**config.mk**
```make
export PLATFORM = sky130hd
export DESIGN_NAME = lgrb_bank
export DESIGN_NICKNAME = d
export VERILOG_FILES = /design/src/verilog/lgrb_pkg.sv /design/src/verilog/lgrb_bank.sv
export SDC_FILE = /design/constraint.sdc
export NUM_CORES = 1
export LEC_CHECK = 0
export BUFFER_PORTS_ARGS = -buffer_cell sky130_fd_sc_hd__clkbuf_2
export CORE_AREA = 4 4 71 73
export DETAILED_ROUTE_END_ITERATION = 16
export DIE_AREA = 0 0 75 77
export HOLD_SLACK_MARGIN = 0.03
export PLACE_DENSITY = 0.84
export SYNTH_ARGS = -nofsm -noshare
export SYNTH_HDL_FRONTEND = slang
export SYNTH_SLANG_ARGS = --single-unit
```
**constraint.sdc**
```tcl
create_clock -name clock -period 1.7 [get_ports clock]
set_clock_uncertainty 0.1 [all_clocks]
set_input_delay 0.085 -clock clock [delete_from_list [all_inputs] [get_ports clock]]
set_output_delay 0.085 -clock clock [all_outputs]
set_load 0.005 [all_outputs]
```
**src/verilog/lgrb_pkg.sv**
```systemverilog
// lgrb_pkg: constants, types and carriers for the regulator and pin register bank.
// assumes a single 40 MHz device clock and an external serial engine that issues register strobes.
package lgrb_pkg;
   // ----------------------------------------
   // register map
   // ----------------------------------------
   localparam logic [7:0] LGRB_ADDR_REG_CTRL = 8'h0E;
   localparam logic [7:0] LGRB_ADDR_PIN_IRQ = 8'h0F;
   localparam logic [7:0] LGRB_ADDR_PIN_DIR_VAL = 8'h10;
   localparam logic [7:0] LGRB_RST_REG_CTRL = 8'h88;
   localparam logic [7:0] LGRB_RST_PIN_IRQ = 8'h00;
   localparam logic [7:0] LGRB_RST_PIN_DIR_VAL = 8'h00;
   localparam logic [7:0] LGRB_RD_UNMAPPED = 8'h00;

   // ----------------------------------------
   // field positions
   // ----------------------------------------
   localparam int LGRB_TWO_ON_BIT = 7;
   localparam int LGRB_TWO_SLEEP_OFF_BIT = 6;
   localparam int LGRB_TWO_VSEL_LSB = 4;
   localparam int LGRB_ONE_ON_BIT = 3;
   localparam int LGRB_ONE_SLEEP_OFF_BIT = 2;
   localparam int LGRB_ONE_VSEL_LSB = 0;
   localparam int LGRB_HI_NIBBLE_LSB = 4;
   localparam int LGRB_LO_NIBBLE_LSB = 0;
   localparam int LGRB_PINS = 4;

   // ----------------------------------------
   // regulator voltage codes
   // ----------------------------------------
   localparam logic [1:0] LGRB_TWO_V1P8 = 2'h0;
   localparam logic [1:0] LGRB_TWO_V2P5 = 2'h1;
   localparam logic [1:0] LGRB_TWO_V3P0 = 2'h2;
   localparam logic [1:0] LGRB_TWO_V3P3 = 2'h3;
   localparam logic [1:0] LGRB_ONE_VEXT = 2'h0;
   localparam logic [1:0] LGRB_ONE_V2P5 = 2'h1;
   localparam logic [1:0] LGRB_ONE_V2P75 = 2'h2;
   localparam logic [1:0] LGRB_ONE_V3P0 = 2'h3;

   // ----------------------------------------
   // types
   // ----------------------------------------
   typedef enum logic [1:0] {
      LGRB_REG_OFF = 2'b00,
      LGRB_REG_REDUCED = 2'b01,
      LGRB_REG_FULL = 2'b10
   } lgrb_reg_state_e;

   typedef struct packed {
      logic wr;
      logic rd;
      logic [7:0] addr;
      logic [7:0] wdata;
   } lgrb_req_s;

   typedef struct packed {
      lgrb_reg_state_e state;
      logic [1:0] voltage_sel;
   } lgrb_reg_out_s;
endpackage

```
**src/verilog/lgrb_bank.sv**
```systemverilog
// lgrb_bank: three 8-bit registers steering two regulators and four open-drain pins.
// assumes the serial engine presents one-cycle rd/wr strobes on the device clock.
`timescale 1ns/1ps

// Behaviour
// - regulator control reads 0x88 after reset: both on, sleep-off clear, voltages zero
// - voltage field written while off or with enable is applied on that write
// - regulator two: off if disabled, full in normal, low-power reduced or off
// - regulator one follows the same state table from bits 3 and 2
// - regulator two voltage bits 5:4 select 1.8, 2.5, 3.0, 3.3 V, default 00
// - regulator one voltage bits 1:0 select external, 2.5, 2.75, 3.0 V
// - edge-select bits 7:4: 0 falling edge, 1 rising edge interrupt
// - mask bits 3:0 suppress the pin interrupt when 1, reset unmasked
// - direction bits 7:4: 0 input, 1 output; all inputs after reset
// - output pin with value 1 turns pull-down on, pin driven low
// - output pin with value 0 releases pull-down, pin floats high
// - input pin value bit reads the sampled pin level
// - host writes to value bits of input pins are ignored
// - registers at 0x0E, 0x0F, 0x10, all 8-bit read/write
// - low-power mode needs request pin high, allow set, low-power selected
module lgrb_bank
   import lgrb_pkg::*;
(
   input wire logic clock,
   input wire logic reset_n,
   input wire lgrb_req_s req,
   output logic [7:0] rd_data,
   output logic rd_valid,
   input wire logic low_power_request_pin,
   input wire logic low_power_allow,
   input wire logic low_power_select,
   output lgrb_reg_out_s regulator_one,
   output lgrb_reg_out_s regulator_two,
   output logic low_power_active,
   input wire logic [3:0] gpio_in,
   output logic [3:0] gpio_out,
   output logic [3:0] gpio_oe,
   output logic [3:0] gpio_event
);
   // ----------------------------------------
   // state
   // ----------------------------------------
   logic [7:0] reg_ctrl_reg, reg_ctrl_next;
   logic [7:0] pin_irq_reg, pin_irq_next;
   logic [3:0] dir_reg, dir_next;
   logic [3:0] val_reg, val_next;
   logic [7:0] rd_data_reg, rd_data_next;
   logic rd_valid_reg, rd_valid_next;
   logic [3:0] pin_meta_reg, pin_sync_reg, pin_prev_reg;
   logic lp_meta_reg, lp_sync_reg;
   logic [3:0] event_reg, event_next;
   logic [3:0] pin_view;

   function automatic lgrb_reg_state_e reg_state(input logic on, input logic sleep_off, input logic lp);
      if (!on)
         reg_state = LGRB_REG_OFF;
      else if (!lp)
         reg_state = LGRB_REG_FULL;
      else if (sleep_off)
         reg_state = LGRB_REG_OFF;
      else
         reg_state = LGRB_REG_REDUCED;
   endfunction

   // ----------------------------------------
   // pin and low-power synchronisers
   // ----------------------------------------
   always_ff @(posedge clock or negedge reset_n) begin
      if (!reset_n) begin
         // pins idle high on their pull-ups: reset to that level so release makes no false edge
         pin_meta_reg <= 4'hF;
         pin_sync_reg <= 4'hF;
         pin_prev_reg <= 4'hF;
         lp_meta_reg <= 1'b0;
         lp_sync_reg <= 1'b0;
      end else begin
         pin_meta_reg <= gpio_in;
         pin_sync_reg <= pin_meta_reg;
         pin_prev_reg <= pin_sync_reg;
         lp_meta_reg <= low_power_request_pin;
         lp_sync_reg <= lp_meta_reg;
      end
   end

   // low-power mode only when the pin asks, allow is set and wait mode is not chosen
   assign low_power_active = lp_sync_reg & low_power_allow & low_power_select;

   // ----------------------------------------
   // register next values
   // ----------------------------------------
   // value bits of input pins show the pin, not the stored bit
   assign pin_view = (dir_reg & val_reg) | (~dir_reg & pin_sync_reg);

   always_comb begin
      reg_ctrl_next = reg_ctrl_reg;
      pin_irq_next = pin_irq_reg;
      dir_next = dir_reg;
      val_next = val_reg;
      rd_data_next = rd_data_reg;
      rd_valid_next = req.rd;
      if (req.wr) begin
         case (req.addr)
            LGRB_ADDR_REG_CTRL: reg_ctrl_next = req.wdata;
            LGRB_ADDR_PIN_IRQ: pin_irq_next = req.wdata;
            LGRB_ADDR_PIN_DIR_VAL: begin
               dir_next = req.wdata[LGRB_HI_NIBBLE_LSB +: LGRB_PINS];
               // only pins already outputs take the written value
               val_next = (dir_reg & req.wdata[LGRB_LO_NIBBLE_LSB +: LGRB_PINS]) | (~dir_reg & val_reg);
            end
            default: ;
         endcase
      end
      if (req.rd) begin
         case (req.addr)
            LGRB_ADDR_REG_CTRL: rd_data_next = reg_ctrl_reg;
            LGRB_ADDR_PIN_IRQ: rd_data_next = pin_irq_reg;
            LGRB_ADDR_PIN_DIR_VAL: rd_data_next = {dir_reg, pin_view};
            default: rd_data_next = LGRB_RD_UNMAPPED;
         endcase
      end
   end

   always_ff @(posedge clock or negedge reset_n) begin
      if (!reset_n) begin
         reg_ctrl_reg <= LGRB_RST_REG_CTRL;
         pin_irq_reg <= LGRB_RST_PIN_IRQ;
         dir_reg <= LGRB_RST_PIN_DIR_VAL[LGRB_HI_NIBBLE_LSB +: LGRB_PINS];
         val_reg <= LGRB_RST_PIN_DIR_VAL[LGRB_LO_NIBBLE_LSB +: LGRB_PINS];
         rd_data_reg <= 8'h00;
         rd_valid_reg <= 1'b0;
      end else begin
         reg_ctrl_reg <= reg_ctrl_next;
         pin_irq_reg <= pin_irq_next;
         dir_reg <= dir_next;
         val_reg <= val_next;
         rd_data_reg <= rd_data_next;
         rd_valid_reg <= rd_valid_next;
      end
   end

   assign rd_data = rd_data_reg;
   assign rd_valid = rd_valid_reg;

   // ----------------------------------------
   // regulator outputs
   // ----------------------------------------
   always_comb begin
      regulator_two.state = reg_state(reg_ctrl_reg[LGRB_TWO_ON_BIT], reg_ctrl_reg[LGRB_TWO_SLEEP_OFF_BIT],
                                      low_power_active);
      regulator_two.voltage_sel = reg_ctrl_reg[LGRB_TWO_VSEL_LSB +: 2];
      regulator_one.state = reg_state(reg_ctrl_reg[LGRB_ONE_ON_BIT], reg_ctrl_reg[LGRB_ONE_SLEEP_OFF_BIT],
                                      low_power_active);
      regulator_one.voltage_sel = reg_ctrl_reg[LGRB_ONE_VSEL_LSB +: 2];
   end

   // ----------------------------------------
   // open-drain pins and edge events
   // ----------------------------------------
   assign gpio_out = 4'h0;
   assign gpio_oe = dir_reg & val_reg;

   genvar g;
   generate
      for (g = 0; g < LGRB_PINS; g++) begin : g_edge
         logic rise, fall, hit;
         assign rise = pin_sync_reg[g] & ~pin_prev_reg[g];
         assign fall = ~pin_sync_reg[g] & pin_prev_reg[g];
         // edge select picks rise or fall; outputs and masked pins stay quiet
         assign hit = pin_irq_reg[LGRB_HI_NIBBLE_LSB + g] ? rise : fall;
         assign event_next[g] = hit & ~pin_irq_reg[LGRB_LO_NIBBLE_LSB + g] & ~dir_reg[g];
      end
   endgenerate

   always_ff @(posedge clock or negedge reset_n) begin
      if (!reset_n)
         event_reg <= 4'h0;
      else
         event_reg <= event_next;
   end

   assign gpio_event = event_reg;

   // ----------------------------------------
   // assertions
   // ----------------------------------------
   a_ctrl_reset_value: assert property (@(posedge clock) $rose(reset_n) |-> reg_ctrl_reg == LGRB_RST_REG_CTRL)
      else $error("regulator control not 0x88 after reset");
   a_volt_applied: assert property (@(posedge clock) disable iff (!reset_n)
      req.wr && req.addr == LGRB_ADDR_REG_CTRL |=> regulator_two.voltage_sel == $past(req.wdata[5:4])
      && regulator_one.voltage_sel == $past(req.wdata[1:0]))
      else $error("written voltage code not applied");
   a_two_state_map: assert property (@(posedge clock) disable iff (!reset_n)
      regulator_two.state == (!reg_ctrl_reg[7] ? LGRB_REG_OFF : !low_power_active ? LGRB_REG_FULL
      : reg_ctrl_reg[6] ? LGRB_REG_OFF : LGRB_REG_REDUCED))
      else $error("regulator two state wrong");
   a_one_off_disabled: assert property (@(posedge clock) disable iff (!reset_n)
      !reg_ctrl_reg[3] |-> regulator_one.state == LGRB_REG_OFF)
      else $error("regulator one on while disabled");
   a_one_lp_sleep: assert property (@(posedge clock) disable iff (!reset_n)
      reg_ctrl_reg[3:2] == 2'b11 && low_power_active |-> regulator_one.state == LGRB_REG_OFF)
      else $error("regulator one not off in low power");
   a_lp_from_pin: assert property (@(posedge clock) disable iff (!reset_n)
      low_power_request_pin && low_power_allow && low_power_select ##1 $stable(low_power_allow && low_power_select)
      ##1 $stable(low_power_allow && low_power_select) |-> low_power_active)
      else $error("low-power mode not entered two cycles after request");
   a_drive_low: assert property (@(posedge clock) disable iff (!reset_n)
      gpio_oe != 4'h0 |-> (gpio_oe & ~dir_reg) == 4'h0 && gpio_out == 4'h0)
      else $error("pin driven while input or driven high");
   a_release_high: assert property (@(posedge clock) disable iff (!reset_n)
      req.wr && req.addr == LGRB_ADDR_PIN_DIR_VAL && req.wdata[7:4] == 4'hF && req.wdata[3:0] == 4'h0
      && dir_reg == 4'hF |=> gpio_oe == 4'h0)
      else $error("pull-down not released");
   a_input_write_ignored: assert property (@(posedge clock) disable iff (!reset_n)
      req.wr && req.addr == LGRB_ADDR_PIN_DIR_VAL && dir_reg == 4'h0 |=> val_reg == $past(val_reg))
      else $error("write to input value bit took effect");
   a_input_readback: assert property (@(posedge clock) disable iff (!reset_n)
      req.rd && req.addr == LGRB_ADDR_PIN_DIR_VAL && dir_reg == 4'h0 |=> rd_valid
      && rd_data[3:0] == $past(pin_sync_reg))
      else $error("input value bits not pin level");
   a_rise_event: assert property (@(posedge clock) disable iff (!reset_n)
      $rose(pin_sync_reg[0]) && pin_irq_reg[4] && !pin_irq_reg[0] && !dir_reg[0] |=> gpio_event[0])
      else $error("rising edge event missing");
   a_masked_quiet: assert property (@(posedge clock) disable iff (!reset_n)
      $past(pin_irq_reg[3:0] | dir_reg) != 4'h0 |-> (gpio_event & $past(pin_irq_reg[3:0] | dir_reg)) == 4'h0)
      else $error("event from masked or output pin");
   a_event_single: assert property (@(posedge clock) disable iff (!reset_n)
      gpio_event[1] |=> !gpio_event[1])
      else $error("event longer than one cycle");
   a_unmapped_zero: assert property (@(posedge clock) disable iff (!reset_n)
      req.rd && req.addr > LGRB_ADDR_PIN_DIR_VAL |=> rd_data == LGRB_RD_UNMAPPED)
      else $error("unmapped read not zero");

   c_low_power_reduced: cover property (@(posedge clock) disable iff (!reset_n)
      regulator_two.state == LGRB_REG_REDUCED);
   c_pin_event: cover property (@(posedge clock) disable iff (!reset_n) gpio_event != 4'h0);
   c_pin_driven: cover property (@(posedge clock) disable iff (!reset_n) gpio_oe == 4'hF);
endmodule // lgrb_bank

```
==> metrics <==
final design utilization 0.655; pwr dens 831 nW/µm²; Int Pwr about 1900 µW; Mapped Area 2200 µm²; slowest CP cell dlygate4sd3_1; hold_buf cts 15; final-report max-slew violation count 0; 1st-iter DRT viols between 80 and 90; P&R area growth vs syn 29.8%; Die Y approximately 77 µm; Seq/Total Area, Yosys 0.589; worst-margin pin slew 0.501 ns; Yosys top cell by area dfrtp_1; GPL Wtd Cong around 0.75; Syn Inst Count ~170; setup violators final 0; Psw between 500 and 600 µW; Post-synth ARST share 1.00; Flop pwr share 0.551; CTS H-Tree Depth 2; largest net degree at the start of global routing 52; core area 4350 µm²; post-CTS resize count 0; Worst EP arrival 1.68 ns; TritonCTS clock tree built; CP top delay family buffers and inverters; top cells by count, synth 37 x dfrtp_1, 24 x mux2_2, 14 x dfstp_2, 9 x nand2_1, 9 x nand2b_1; drt pass-1 iters 4; Synth Warn # 0; Lkg Pwr between 0.001 and 0.0015 µW; Main synth FF type dfrtp_1; drc violations 0; Starting Density 0.505; total wire length between 4 and 5 mm; Critical Path Max Stage Delay 0.53 ns; Comb pwr share 0.089; CP Capture Type flop; final net count between 200 and 300; Hold Crit Class in2reg; clk root buf clkbuf_8; FMAX around 0.64 GHz; count of flip-flops with a built-in enable after synthesis 0; critical-path cell list dlygate4sd3_1 > clkbuf_2 > nor4b_2 > nand2_1 > o221ai_1; clk sinks 51; Non-Filler Instances around 300; Mapped Avg Cell Area around 13 µm²; Hold Fails Final Rpt 0; Antenna Cells 0; FF+latch count, synth between 50 and 60; clock power share 0.361; Max clock buf depth 2; Final Cycle Share 0.922; I/O pin cnt 57; Unique masters post-synth 29; Critical Path RT ~1.8 ns; initial antenna violation count 0; WL per Instance between 15 and 20 µm; share of layout cells above drive strength 1 0.470; routed vias/inst between 5 and 6; Final Critical Period around 1.6 ns; Rows 24; post-route ant nets 0; WS Path Type in2reg; Startpoint Class input port; CTS clk-pin slew, worst paths 0.09 ns; Die Wd between 70 and 80 µm; vias in the first global route between 1500 and 2000; top post-synthesis cells by area dfrtp_1 42%, dfstp_2 17%, mux2_2 12%; clk_lat worst skew ~0.30 ns; Die Area slightly below 6000 µm²; Sw Ratio 0.215; CTS buffer count 5; first-pass GRT wire length about 7.8 mm; status complete, no violations; post-DP HPWL around 3.4 mm; Crit path buffers/inverters 2; placed insts between 200 and 300; RSZ-0062 raised after global routing no; Slew Limit Headroom 0.661; Max-Cap Viols 0; routed via count approximately 1600; total track usage 0.179; GRT Residual Overflow 0; PortBufs 52; VDD IR-drop max around 650 µV; post-CTS setup buffers 0; hold_ws between 0.1 and 0.15 ns; area share of the largest cell type after synthesis 0.421; most frequent cell after synthesis dfrtp_1; CP Max Fanout 10
-- path summary, 6_finish.rpt --
path                                           start                        end  slack [ns]  depth (start not counted)
min reg2reg                pin_meta_reg[0]$_DFF_PN1_  pin_sync_reg[0]$_DFF_PN1_        0.26                          0
max                                          req[16]     rd_data[3]$_DFFE_PN0P_        0.13                          5
max in group asynchronous                    reset_n  pin_sync_reg[0]$_DFF_PN1_        1.02                          3
max reg2reg                   dir_reg[1]$_DFFE_PN0P_                       flop        0.29                          3
min in group asynchronous                    reset_n     rd_data[3]$_DFFE_PN0P_        0.19                          3
min                                           req[9]                       flop        0.14                          3
-- kinds of logic (layout without fill, tap and decap cells) --
logic type	Yosys count	after routing	synth area share
muxes	32	32	0.159
and+or+nand+nor	52	52	0.155
other	1	4	0.00171
DFF	51	51	0.589
buffers and inverters	15	94	0.0404
AOI/OAI and AO/OA	16	16	0.0546
-- metrics by stage --
step,cell area [µm²],power (µW),setup TNS [ns],setup WS [ns]
after detailed placement,2590,1510,-1.29,-0.112
after global placement,2590,1510,-0.985,-0.0858
after CTS,2850,2400,0,0.148
after global routing,2850,2480,0,0.0734
after floorplan,2210,1410,0,0.0365
final,2850,2370,0,0.133
-- placed cells by master (no fill, tap or decap) --
cell type,n
a211oi_1,4
and2_1,6
and4b_1,1
buf_12,1
buf_4,14
bufinv_16,1
clkbuf_2,52
clkbuf_8,6
clkinv_2,1
conb_1,4
dfrtp_1,37
dfstp_2,14
dlygate4sd3_1,15
inv_1,4
mux2_2,24
mux2i_1,8
nand2_1,9
nand2b_1,9
nand3_1,2
nand3b_1,4
nand4b_1,1
nor2_1,4
nor2b_1,4
nor3_2,1
nor3b_1,2
nor3b_4,1
nor4_1,3
nor4b_1,2
nor4b_2,1
o21ai_0,4
o221ai_1,8
or4b_1,1
or4b_2,1
-- power by group through the flow --
stage / logic [µW] / registers (µW) / clock network (µW)
after floorplan: 85.4 / 1320 / 0
after CTS: 212 / 1310 / 883
final: 210 / 1310 / 856
after detailed placement: 185 / 1330 / 0
after global placement: 181 / 1330 / 0
after global routing: 234 / 1310 / 930
-- routing by layer --
metal	up-vias	part of all wire	GRT usage
li1	756	-	-
met3	8	0.065	0.0484
met4	0	0.018	0.0658
met5	-	0	0
met1	804	0.42	0.235
met2	51	0.50	0.280
-- worst min-delay path, stage by stage --
cell      delay [ns]
clkbuf_2        0.15
nor4_1          0.08
mux2_2          0.21
-- layout make-up --
| cell class | count | area (µm²) |
|---|---|---|
| tap | 52 | 65.1 |
| timing repair buffer | 82 | 536 |
| clock inverter | 2 | 35.0 |
| fill | 329 | 1500 |
| multi-input combinational | 104 | 827 |
| clock buffer | 6 | 82.6 |
| sequential | 51 | 1290 |
| inverter | 4 | 15.0 |
Power figures use the tool's default switching activity.
